[src/design/readout_regs.svh]
// Register offsets, field positions, reset values and border counts of the readout-mode bank.
// Included by the design files; holds definitions only.
`ifndef READOUT_REGS_SVH
`define READOUT_REGS_SVH

// Register offsets on the sensor register port
`define RMC_OFS_CTX_B       8'h20
`define RMC_OFS_CTX_A       8'h21

// Reset values of the two context registers
`define RMC_RST_CTX_B       16'h0000
`define RMC_RST_CTX_A       16'h8490

// Writable bits; bit 14 is reserved and reads as zero
`define RMC_RW_MASK         16'hBFFF

// Field positions
`define RMC_BIT_BINNING     15
`define RMC_BIT_ZOOM_EN     13
`define RMC_BIT_ONE_ADC     10
`define RMC_BIT_SHOW_BORDER 9
`define RMC_BIT_OVERSIZE    8
`define RMC_BIT_COL_MIRROR  1
`define RMC_BIT_ROW_MIRROR  0

// Border geometry: pixels per side and total added per axis
`define RMC_BORDER_SIDE     16'd4
`define RMC_BORDER_TOTAL    16'd8

`endif

[src/design/readout_pkg.sv]
// Types shared by the readout-mode register bank and the readout engine.
// Offsets and reset values live in readout_regs.svh.
package readout_pkg;

	// Layout of one readout-mode context register
	typedef struct packed {
		logic       binning;
		logic       reserved;
		logic       zoom_en;
		logic [1:0] zoom;
		logic       one_adc;
		logic       show_border;
		logic       oversize;
		logic       col_skip_en;
		logic [1:0] col_skip;
		logic       row_skip_en;
		logic [1:0] row_skip;
		logic       col_mirror;
		logic       row_mirror;
	} mode_type;

	// Register port request and answer
	typedef struct packed {
		logic        wr;
		logic        rd;
		logic [7:0]  addr;
		logic [15:0] wdata;
	} reg_req_type;

	typedef struct packed {
		logic        ack;
		logic [15:0] rdata;
	} reg_rsp_type;

	// Video side of the readout engine
	typedef struct packed {
		logic        frame_valid;
		logic        line_valid;
		logic        blank_row;
		logic        pixel_tick;
		logic [9:0]  data;
		logic [15:0] row_addr;
		logic [15:0] col_addr;
	} video_type;

	typedef enum logic [0:0] {
		ST_LOAD = 1'b0,
		ST_RUN  = 1'b1
	} engine_state_type;

	typedef struct packed {
		mode_type    ctx_b;
		mode_type    ctx_a;
		reg_rsp_type rsp;
	} bank_state_type;

	typedef struct packed {
		engine_state_type st;
		mode_type         shadow;
		logic             div;
		logic [4:0]       hold;
		logic [15:0]      px;
		logic [15:0]      ry;
		logic [4:0]       rs;
		video_type        vid;
	} engine_state_s_type;

endpackage

[src/design/readout_mode_context_regs.sv]
// Readout engine driven by the per-context readout-mode registers.
// Assumes array data and the context select bit come from logic on i_ref_clk.
// Notes on behaviour
// - Context select 1 applies context B fields, 0 applies context A fields.
// - Binning bit set runs the array binned, halving rows and columns read.
// - Zoom enabled follows each row with zoom minus one blank rows, same length.
// - Pixel clock unchanged; pixels held zoom clocks; blank rows have line valid, zero data.
// - Zoom field 00/01/10/11 gives 2x/4x/8x/16x, used only with zoom enabled.
// - Single ADC halves the pixel rate against the master clock; otherwise full rate.
// - Oversize without show: border hidden, blanking grows by 8 rows and 8 pixels.
// - Oversize with show: border output, frame and line valid grow by 8.
// - Oversize adds a 4-pixel border on every side, 8 rows and columns.
// - Column skip enabled selects 2x/4x/8x/16x from its field; else normal.
// - Column mirror reads start+size downward, to start+1 without binning or skip; else start upward.
// - Row mirror reads start+size downward, to start+1 without binning or skip; else start upward.
`timescale 1ns/10ps
`include "readout_regs.svh"

module readout_mode_context_regs #(
	parameter int COL_START = 16,
	parameter int COL_SIZE  = 64,
	parameter int ROW_START = 16,
	parameter int ROW_SIZE  = 48,
	parameter int H_BLANK   = 8,
	parameter int V_BLANK   = 4
) (
	input  wire logic                   i_ref_clk,
	input  wire logic                   i_rst,
	input  wire readout_pkg::reg_req_type i_reg_req,
	input  wire logic                   i_context_select_bit,
	input  wire logic [9:0]             i_array_data,
	output readout_pkg::reg_rsp_type    o_reg_rsp,
	output readout_pkg::video_type      o_video,
	output readout_pkg::mode_type       o_active_mode
);
	import readout_pkg::*;

	// Refuse geometry the counters cannot serve
	if (COL_SIZE < 32 || ROW_SIZE < 32 || H_BLANK < 1 || V_BLANK < 1 ||
	    COL_START + COL_SIZE > 65535 || ROW_START + ROW_SIZE > 65535 ||
	    COL_START < 4 || ROW_START < 4) begin : g_bad_geometry
		$error("readout geometry out of range");
	end

	localparam logic [15:0] C_START = 16'(COL_START);
	localparam logic [15:0] C_SIZE  = 16'(COL_SIZE);
	localparam logic [15:0] R_START = 16'(ROW_START);
	localparam logic [15:0] R_SIZE  = 16'(ROW_SIZE);
	localparam logic [15:0] H_BLK   = 16'(H_BLANK);
	localparam logic [15:0] V_BLK   = 16'(V_BLANK);

	engine_state_s_type q;
	engine_state_s_type d;
	mode_type           sel;
	mode_type           s;
	logic [2:0]         col_shift;
	logic [2:0]         row_shift;
	logic [15:0]        act_cols;
	logic [15:0]        act_rows;
	logic [4:0]         zf;
	logic [15:0]        border;
	logic               show;
	logic [15:0]        line_len;
	logic [15:0]        lv_len;
	logic [15:0]        frame_len;
	logic [15:0]        fv_len;
	logic               tick;
	logic               last_hold;
	logic               last_px;
	logic               last_rs;
	logic               last_ry;
	logic               wrap;
	logic               in_fv;
	logic               in_lv;
	logic [15:0]        cidx;
	logic [15:0]        ridx;
	logic [15:0]        col_step;
	logic [15:0]        row_step;

	readout_reg_bank u_bank (
		.i_ref_clk            (i_ref_clk),
		.i_rst                (i_rst),
		.i_reg_req            (i_reg_req),
		.i_context_select_bit (i_context_select_bit),
		.o_reg_rsp            (o_reg_rsp),
		.o_sel_mode           (sel)
	);

	// Frame geometry from the latched mode; show border from the live register
	assign s         = q.shadow;
	assign col_shift = {2'b00, s.binning} + (s.col_skip_en ? {1'b0, s.col_skip} + 3'd1 : 3'd0);
	assign row_shift = {2'b00, s.binning} + (s.row_skip_en ? {1'b0, s.row_skip} + 3'd1 : 3'd0);
	assign act_cols  = C_SIZE >> col_shift;
	assign act_rows  = R_SIZE >> row_shift;
	assign zf        = s.zoom_en ? (5'd2 << s.zoom) : 5'd1;
	assign border    = s.oversize ? `RMC_BORDER_TOTAL : 16'd0;
	// Show border is not frame synchronised, so it follows the live register
	assign show      = s.oversize & sel.show_border;
	assign line_len  = act_cols + border + H_BLK;
	assign frame_len = act_rows + border + V_BLK;
	assign lv_len    = act_cols + (show ? border : 16'd0);
	assign fv_len    = act_rows + (show ? border : 16'd0);

	// Pixel clock: every cycle, or every other cycle on one converter
	assign tick      = ~s.one_adc | q.div;
	assign last_hold = q.hold == zf - 5'd1;
	assign last_px   = q.px == line_len - 16'd1;
	assign last_rs   = q.rs == zf - 5'd1;
	assign last_ry   = q.ry == frame_len - 16'd1;
	assign wrap      = (q.st == ST_RUN) & tick & last_hold & last_px & last_rs & last_ry;

	// Window position and array addresses of the current pixel
	assign in_fv    = (q.st == ST_RUN) & (q.ry < fv_len);
	assign in_lv    = in_fv & (q.px < lv_len);
	assign cidx     = q.px - (show ? `RMC_BORDER_SIDE : 16'd0);
	assign ridx     = q.ry - (show ? `RMC_BORDER_SIDE : 16'd0);
	assign col_step = cidx << col_shift;
	assign row_step = ridx << row_shift;

	// Counter sequencing, frame-start latch and video outputs
	always_comb begin
		d = q;
		d.vid.frame_valid = in_fv;
		d.vid.line_valid  = in_lv;
		d.vid.blank_row   = in_fv & (q.rs != 5'd0);
		d.vid.pixel_tick  = (q.st == ST_RUN) & tick;
		d.vid.data        = (in_lv && q.rs == 5'd0) ? i_array_data : 10'h000;
		d.vid.col_addr    = s.col_mirror ? C_START + C_SIZE - col_step : C_START + col_step;
		d.vid.row_addr    = s.row_mirror ? R_START + R_SIZE - row_step : R_START + row_step;
		case (q.st)
			ST_LOAD: begin
				d.shadow = sel;
				d.st = ST_RUN;
				d.div = 1'b0;
				d.hold = 5'd0;
				d.px = 16'd0;
				d.rs = 5'd0;
				d.ry = 16'd0;
			end
			ST_RUN: begin
				d.div = s.one_adc ? ~q.div : 1'b0;
				if (tick) begin
					if (last_hold) begin
						d.hold = 5'd0;
						if (last_px) begin
							d.px = 16'd0;
							if (last_rs) begin
								d.rs = 5'd0;
								d.ry = last_ry ? 16'd0 : q.ry + 16'd1;
							end else begin
								d.rs = q.rs + 5'd1;
							end
						end else begin
							d.px = q.px + 16'd1;
						end
					end else begin
						d.hold = q.hold + 5'd1;
					end
				end
				if (wrap) begin
					d.shadow = sel;
					d.div = 1'b0;
				end
			end
			default: d.st = ST_LOAD;
		endcase
	end

	always_ff @(posedge i_ref_clk or posedge i_rst) begin
		if (i_rst) begin
			q <= '0;
		end else begin
			q <= d;
		end
	end

	assign o_video       = q.vid;
	assign o_active_mode = q.shadow;
endmodule

[src/design/readout_reg_bank.sv]
// Readout-mode register bank: two context registers on the sensor register port.
// Assumes requests come from logic on i_ref_clk; one request per cycle.
`timescale 1ns/10ps
`include "readout_regs.svh"

module readout_reg_bank (
	input  wire logic                   i_ref_clk,
	input  wire logic                   i_rst,
	input  wire readout_pkg::reg_req_type i_reg_req,
	input  wire logic                   i_context_select_bit,
	output readout_pkg::reg_rsp_type    o_reg_rsp,
	output readout_pkg::mode_type       o_sel_mode
);
	import readout_pkg::*;

	bank_state_type q;
	bank_state_type d;

	// Register writes and read answers
	always_comb begin
		d = q;
		d.rsp.ack = i_reg_req.rd;
		d.rsp.rdata = 16'h0000;
		if (i_reg_req.rd) begin
			case (i_reg_req.addr)
				`RMC_OFS_CTX_B: d.rsp.rdata = q.ctx_b;
				`RMC_OFS_CTX_A: d.rsp.rdata = q.ctx_a;
				default:        d.rsp.rdata = 16'h0000; // Unmapped reads zero
			endcase
		end
		if (i_reg_req.wr) begin
			case (i_reg_req.addr)
				`RMC_OFS_CTX_B: d.ctx_b = mode_type'(i_reg_req.wdata & `RMC_RW_MASK);
				`RMC_OFS_CTX_A: d.ctx_a = mode_type'(i_reg_req.wdata & `RMC_RW_MASK);
				default:        d.ctx_b = q.ctx_b;
			endcase
		end
	end

	always_ff @(posedge i_ref_clk or posedge i_rst) begin
		if (i_rst) begin
			q <= '{ctx_b: mode_type'(`RMC_RST_CTX_B), ctx_a: mode_type'(`RMC_RST_CTX_A), rsp: '0};
		end else begin
			q <= d;
		end
	end

	// Context select chooses which set steers readout
	assign o_sel_mode = i_context_select_bit ? q.ctx_b : q.ctx_a;
	assign o_reg_rsp  = q.rsp;
endmodule

[config.mk]
export PLATFORM = sky130hd
export DESIGN_NAME = readout_mode_context_regs
export DESIGN_NICKNAME = d
export VERILOG_FILES = /design/src/design/readout_pkg.sv /design/src/design/readout_mode_context_regs.sv /design/src/design/readout_reg_bank.sv
export VERILOG_INCLUDE_DIRS = /design/src /design/src/design
export SDC_FILE = /design/constraint.sdc
export NUM_CORES = 1
export LEC_CHECK = 0
export ABC_AREA = 1
export BUFFER_PORTS_ARGS = -buffer_cell sky130_fd_sc_hd__buf_2
export CAP_MARGIN = 20
export CORE_MARGIN = 4
export CORE_UTILIZATION = 30
export CTS_CLUSTER_DIAMETER = 120
export DETAILED_ROUTE_END_ITERATION = 12
export GPL_TIMING_DRIVEN = 0
export PLACE_DENSITY_LB_ADDON = 0.05
export SLEW_MARGIN = 20
export SYNTH_ARGS = -nofsm -noshare
export SYNTH_HDL_FRONTEND = slang
export SYNTH_SLANG_ARGS = --single-unit
[constraint.sdc]
create_clock -name i_ref_clk -period 6.3 [get_ports i_ref_clk]
set_input_delay 1.575 -clock i_ref_clk [delete_from_list [all_inputs] [get_ports i_ref_clk]]
set_output_delay 1.575 -clock i_ref_clk [all_outputs]
set_load 0.05 [all_outputs]
==> flow_metrics.py, run 1 <==
metrics = {
    "run_status": {
        "status": "finished, final reports clean",
    },
    "final_layout": {
        "finish.utilization_pct": 35.2,
        "final_common_cell": "nand2_1",
        "nNetsFinal": 1783,
        "final_cell_mix": "nand2_1, nand3_1, inv_1",
        "stdcell_area_um2": 12800,
        "fill_cells": 3999,
        "drive_gt1_share_pct": 18.8,
        "synthToLayoutAreaGrowth_pct": 16.1,
        "diodes": 0,
    },
    "floorplan": {
        "coreArea_um2": 36400,
        "die_x_um": 200,
        "ioPinCount": 118,
        "die_y_um": 200,
        "initial_utilization_pct": 30.3,
        "die_area_um2": 39900,
        "rows": 70,
    },
    "timing": {
        "hold_viol": 0,
        "fmaxAchievable_mhz": 207,
        "grt_setup_unrepaired": "false",
        "max_slew_margin_pct": 31.9,
        "skew_ns": 0.0150,
        "finalCritPeriodShare_pct": 76.6,
        "whs_ns": 0.504,
        "fin_crit_ns": 4.82,
        "tightest_slew_ns": 1.01,
        "drv_slew": 0,
        "setup_viol": 0,
    },
    "detailed_routing": {
        "wirelength_mm": 32.2,
        "drtAntennaViolNets": 0,
        "avgRoutedWirePerCell_um": 14.8,
        "vias": 10033,
        "route.detailed.drc": 0,
        "first_pass_iters": 5,
        "dr.first_iter.drc_count": 503,
        "viasPerCell": 4.60,
    },
    "power": {
        "powerDensity_nw_per_um2": 272,
        "power_uw": 3490,
        "peakVddDrop_v": 0.000215,
        "p_leak_uw": 0.00691,
    },
    "clocking": {
        "cts_tree": "yes",
        "hold_buffers": 0,
        "path_clk_slew_ns": 0.08,
        "insertion_delay_ns": 0.45,
        "htreeDepth": 4,
        "numCtsBuffers": 17,
        "cts_setup_buffers": 0,
        "clockBufferDepth": 2,
        "numClockSinks": 151,
        "cts_resized": 0,
        "cts-root-buf": "clkbuf_16",
    },
    "synthesis": {
        "ys_ff_latch": 151,
        "synth_cell_type_count": 55,
        "synth_edf_count": 0,
        "syn_area_um2": 11000,
        "synth-seq-area-share_pct": 34.3,
        "synth.avg_cell_area_um2": 7.06,
        "ys.flop_type": "dfrtp_1",
        "yosysTopAreaCellShare_pct": 33.3,
        "yosys_warnings": 0,
        "async_reset_ff_share_pct": 100,
        "yosysTopAreaCell": "dfrtp_1",
        "synthCells": 1563,
        "yosys-top-cells-area": "dfrtp_1, nand2_1, nand3_1",
    },
    "global_route": {
        "gr-total-overflow": 0,
        "grt_pass1_wl_mm": 52.5,
        "grt_pass1_vias": 9796,
        "antenna_found_initial": 0,
        "grt_max_degree": 98,
        "grt_usage_pct": 16.5,
    },
    "run": {
        "cap_viol_max_count": 0,
    },
    "min_path": {
        "hold_path_class": "reg2reg",
    },
    "setup_path": {
        "reg2reg_setup_slack_ns": 1.90,
        "startpoint_type": "primary input",
        "crit_fanout": 10,
        "worstPathArrival_ns": 5.18,
        "crit_type": "in2reg",
        "worstPathRequired_ns": 6.65,
        "cp-end-kind": "register",
    },
    "placement": {
        "numPortBuffers": 113,
        "place_congestion": 0.863,
        "place_area_um2": 12200,
        "dpl.hpwl_mm": 24.8,
    },
}
## worst max-delay path, cell delays in order
cell      delay, ns
clkbuf_1       0.39
mux2i_1        0.40
nor2_1         0.21
ha_1           0.27
ha_1           0.19
xor2_1         0.16
ha_1           0.29
a21o_1         0.18
a211oi_1       0.21
nand4_1        0.36
nor3_1         0.28
o21a_1         0.18
nand2_1        0.23
nor2_1         0.24
## cells by family after synthesis
logic type / synth area share, %
buf+inv: 13.8
mux: 1.54
flops: 34.3
xor+xnor: 4.27
simple gates: 33.1
other cells: 0.0680
fa+ha+maj: 5.21
compound gates: 7.71
## per-layer routing
layer,global-route usage [%],vias up,part of all wire [%]
li1,-,5224,-
met1,23.6,4686,51
met2,26.6,105,46
met3,2.79,18,2.4
met4,3.32,0,0.94
met5,0,-,0
## power by group
part / internal [uW] / switching (uW)
sequential: 1080 / 82.1
clock: 532 / 512
combinational: 413 / 874
## flip-flops by register name, indices dropped and copies added (netlist names)
| name | flops |
|---|---|
| u_bank.o_reg_rsp | 16 |
| o_active_mode | 15 |
| u_bank.q | 30 |
| o_video | 46 |
| q | 44 |
## metrics by stage
| step | instances | worst slack [ns] | setup TNS [ns] |
|---|---|---|---|
| global route | 2179 | 1.28 | 0 |
| detailed placement | 2147 | 1.01 | 0 |
| global placement | 2146 | -1.85 | -268.82 |
| floorplan | 1565 | 0.667 | 0 |
| finish | 2179 | 1.48 | 0 |
| CTS | 2179 | 1.47 | 0 |
## cell type report
| type | instances | area, um^2 | area share (%) |
|---|---|---|---|
| plain buffers | 134 | 883 | 6.89 |
| clock buffers | 17 | 425 | 3.32 |
| well taps | 468 | 586 | 4.57 |
| clock inverters | 15 | 161 | 1.26 |
| flip-flops and latches | 151 | 3780 | 29.5 |
| multi-input cells | 1109 | 5740 | 44.8 |
| repair buffers | 114 | 593 | 4.63 |
| inverters | 171 | 652 | 5.08 |
## synth_stat cells (2+ instances only)
cell,instances
conb_1,2
nor2_1,126
dfstp_2,4
nand3_1,195
nand2_2,15
buf_4,85
clkinv_1,4
nor3_1,14
inv_1,150
buf_1,2
o21ai_1,38
buf_2,18
mux2i_1,17
nand3b_1,5
a21oi_1,36
o211ai_1,3
buf_6,5
o21ai_0,59
o21ai_2,3
xnor2_1,8
xor2_1,44
dfrtp_1,147
clkbuf_1,23
nand3_2,2
nor2_2,10
a211oi_1,3
or2_2,4
o22ai_1,2
nor3_2,3
ha_1,46
nor4_1,6
o21bai_1,2
inv_2,16
o31ai_1,3
nand2_1,420
nand4_1,24
## final timing paths
path | startpoint | end | cells past startpoint
max | i_context_select_bit | o_video[37] | 14
min | u_bank.q[21] | u_bank.q[21] | 2
max reg2reg | o_active_mode[2] | o_video[37] | 21
min reg2reg | u_bank.q[21] | u_bank.q[21] | 2
max in group asynchronous | i_rst | q[63] | 3
min in group asynchronous | i_rst | q[53] | 2
Power figures use the tool's default switching activity.
==> run 2: changes to the inputs <==
--- a/config.mk
+++ b/config.mk
@@ -6,7 +6,7 @@
 export SDC_FILE = /design/constraint.sdc
 export NUM_CORES = 1
 export LEC_CHECK = 0
-export ABC_AREA = 1
+export ABC_AREA = 0
 export BUFFER_PORTS_ARGS = -buffer_cell sky130_fd_sc_hd__buf_2
 export CAP_MARGIN = 20
 export CORE_MARGIN = 4
==> constraint.sdc (replaced) <==
create_clock -name i_ref_clk -period 4.42 [get_ports i_ref_clk]
set_input_delay 1.105 -clock i_ref_clk [delete_from_list [all_inputs] [get_ports i_ref_clk]]
set_output_delay 1.105 -clock i_ref_clk [all_outputs]
set_load 0.05 [all_outputs]
==> flow_metrics.py, run 2 <==
metrics = {
    "timing": {
        "hold_viol": 0,
        "finalCritPeriodShare_pct": 97.8,
        "skew_ns": 0.0116,
        "drv_slew": 0,
        "max_slew_margin_pct": 36.2,
        "fin_setup_tns_ns": 0,
        "tightest_slew_ns": 0.943,
        "setup_viol": 0,
        "whs_ns": 0.524,
        "grt_setup_unrepaired": "true",
        "fin_ws_ns": 0.0991,
        "fin_crit_ns": 4.32,
        "fmaxAchievable_mhz": 231,
    },
    "setup_path": {
        "crit_family": "simple AND/OR/NAND/NOR gates",
        "worstPathArrival_ns": 4.68,
        "worstReg2RegEnd": "q[49]",
        "reg2reg_setup_slack_ns": 0.19,
        "startpoint_type": "primary input",
        "crit_buf_inv": 3,
        "rr_startpoint": "o_active_mode[5]",
        "crit_fanout": 10,
        "ff2ff_path_depth": 21,
        "crit_type": "in2reg",
        "cp-end-kind": "register",
        "cpMaxStageDelayCell": "or4b_1",
        "crit_chain": "clkbuf_4, buf_6, mux2i_4, nor2b_4, buf_4, ha_4, ha_2, nor3b_4, xor2_2, mux2i_2, mux2i_2, mux2_4, nor4_4, or4b_1, a21oi_2, xnor2_1",
        "critical-path-max-stage-delay_ns": 0.49,
        "worstPathRequired_ns": 4.78,
        "cpMostUsedCell": "mux2i_2",
    },
    "global_route": {
        "grt_max_degree": 33,
        "grt_pass1_vias": 9650,
        "gr-total-overflow": 0,
        "antenna_found_initial": 0,
        "grt_usage_pct": 16.6,
        "grt_pass1_wl_mm": 54.8,
    },
    "clocking": {
        "cts_tree": "yes",
        "cts-root-buf": "clkbuf_16",
        "numClockSinks": 151,
        "htreeDepth": 4,
        "clockBufferDepth": 2,
        "insertion_delay_ns": 0.45,
        "path_clk_slew_ns": 0.07,
        "numCtsBuffers": 17,
    },
    "detailed_routing": {
        "avgRoutedWirePerCell_um": 17.6,
        "wirelength_mm": 34.0,
        "viasPerCell": 4.96,
        "first_pass_iters": 6,
        "dr.first_iter.drc_count": 537,
        "route.detailed.drc": 0,
        "drtAntennaViolNets": 0,
        "vias": 9590,
    },
    "placement": {
        "dpl.hpwl_mm": 25.8,
        "dp.cells": 1873,
        "pre_cts_ws_ns": -1.57,
        "numPortBuffers": 112,
        "place_congestion": 0.824,
    },
    "min_path": {
        "hold_path_class": "reg2reg",
        "hold_end": "u_bank.q[40]",
        "hold_start": "u_bank.q[40]",
        "min_path_cells": 1,
    },
    "synthesis": {
        "ys.flop_type": "dfrtp_1",
        "synth-seq-area-share_pct": 33.3,
        "synth.avg_cell_area_um2": 9.15,
        "yosys_warnings": 0,
        "syn_area_um2": 11400,
        "yosysMostFrequentCell": "dfrtp_1",
        "yosysTopAreaCellShare_pct": 32.4,
        "synthCells": 1242,
        "yosys-top-cells-area": "dfrtp_1, buf_4, mux2_2",
        "async_reset_ff_share_pct": 100,
        "yosysTopAreaCell": "dfrtp_1",
        "synth_edf_count": 0,
        "ys_ff_latch": 151,
        "synth_cell_type_count": 103,
        "ys_top_cells_by_count": "dfrtp_1, nor2_1, buf_4",
    },
    "run": {
        "cap_viol_max_count": 0,
    },
    "floorplan": {
        "rows": 71,
        "coreArea_um2": 37500,
        "initial_utilization_pct": 30.3,
        "ioPinCount": 118,
        "die_y_um": 203,
        "die_area_um2": 41100,
        "die_x_um": 203,
    },
    "final_layout": {
        "final_cell_mix": "dfrtp_1, buf_2, buf_4",
        "drive_gt1_share_pct": 32.2,
        "largest_register_ffs": 46,
        "fill_cells": 3917,
        "final_common_cell": "dfrtp_1",
        "nNetsFinal": 1493,
        "multi_input_area_um2": 6790,
        "diodes": 0,
        "seqCellArea_um2": 3790,
        "finish.utilization_pct": 37.5,
        "synthToLayoutAreaGrowth_pct": 23.5,
        "fin_cells": 1932,
    },
    "power": {
        "p_leak_uw": 0.00650,
        "peakVddDrop_v": 0.000221,
        "powerDensity_nw_per_um2": 290,
    },
    "run_status": {
        "status": "finished, final reports clean",
    },
}
[run 2: repair_timing]
action	in CTS	in global routing
gates cloned	0	1
setup buffers	20	7
setup endpoints to repair	83	69
pin swaps	11	9
resized for setup	85	43
hold buffers	0	0
[run 2: cell type report]
class                      instances  area share [%]
clock buffer                      20            3.25
timing repair buffer             146            6.69
multi-input combinational        886            48.4
clock inverter                    12            1.10
tap                              511            4.55
buffer                           158            7.75
sequential                       151            27.0
inverter                          48            1.31
[run 2: where the power goes]
part / switching [uW] / internal [uW]
sequential: 42.0 / 1460
clock: 684 / 884
combinational: 619 / 383
[run 2: cell families (layout without fill, tap and decap cells)]
family / Yosys count / after routing / share of synthesized area [%]
AND/OR/NAND/NOR: 407 / 407 / 19.6
AO/OA/AOI/OAI: 243 / 243 / 15.1
buffers and inverters: 207 / 384 / 10.2
XOR/XNOR: 80 / 80 / 6.39
multiplexers: 106 / 106 / 10.3
adder cells (fa/ha/maj): 46 / 46 / 5.06
flip-flops: 151 / 151 / 33.3
other: 2 / 4 / 0.0661
[run 2: worst max-delay path by stage]
stage / from / to / slack (ns) / cells past startpoint
final: i_context_select_bit / o_video[15] / 0.1 / 16
after floorplan: i_context_select_bit / o_video[30] / 0.004 / 16
after detailed placement: o_active_mode[15] / o_active_mode[11] / -1.57 / 18
after global placement: o_active_mode[15] / o_video[36] / -1.98 / 17
after CTS: i_context_select_bit / o_video[15] / -0.03 / 15
after global routing: i_context_select_bit / o_video[15] / -0.05 / 15
[run 2: per-stage QoR]
stage	power, uW	area [um^2]
after floorplan	2240	11400
after global placement	2460	12600
after detailed placement	2470	12700
after CTS	4110	13800
after global routing	4280	14000
final	4070	14000
[run 2: per-layer routing]
layer | up-vias | routed length [um] | global-route usage, %
li1 | 4722 | - | -
met1 | 4658 | 16800 | 23.4
met2 | 184 | 15700 | 26.6
met3 | 26 | 1060 | 2.94
met4 | 0 | 374 | 3.93
met5 | - | 0 | 0
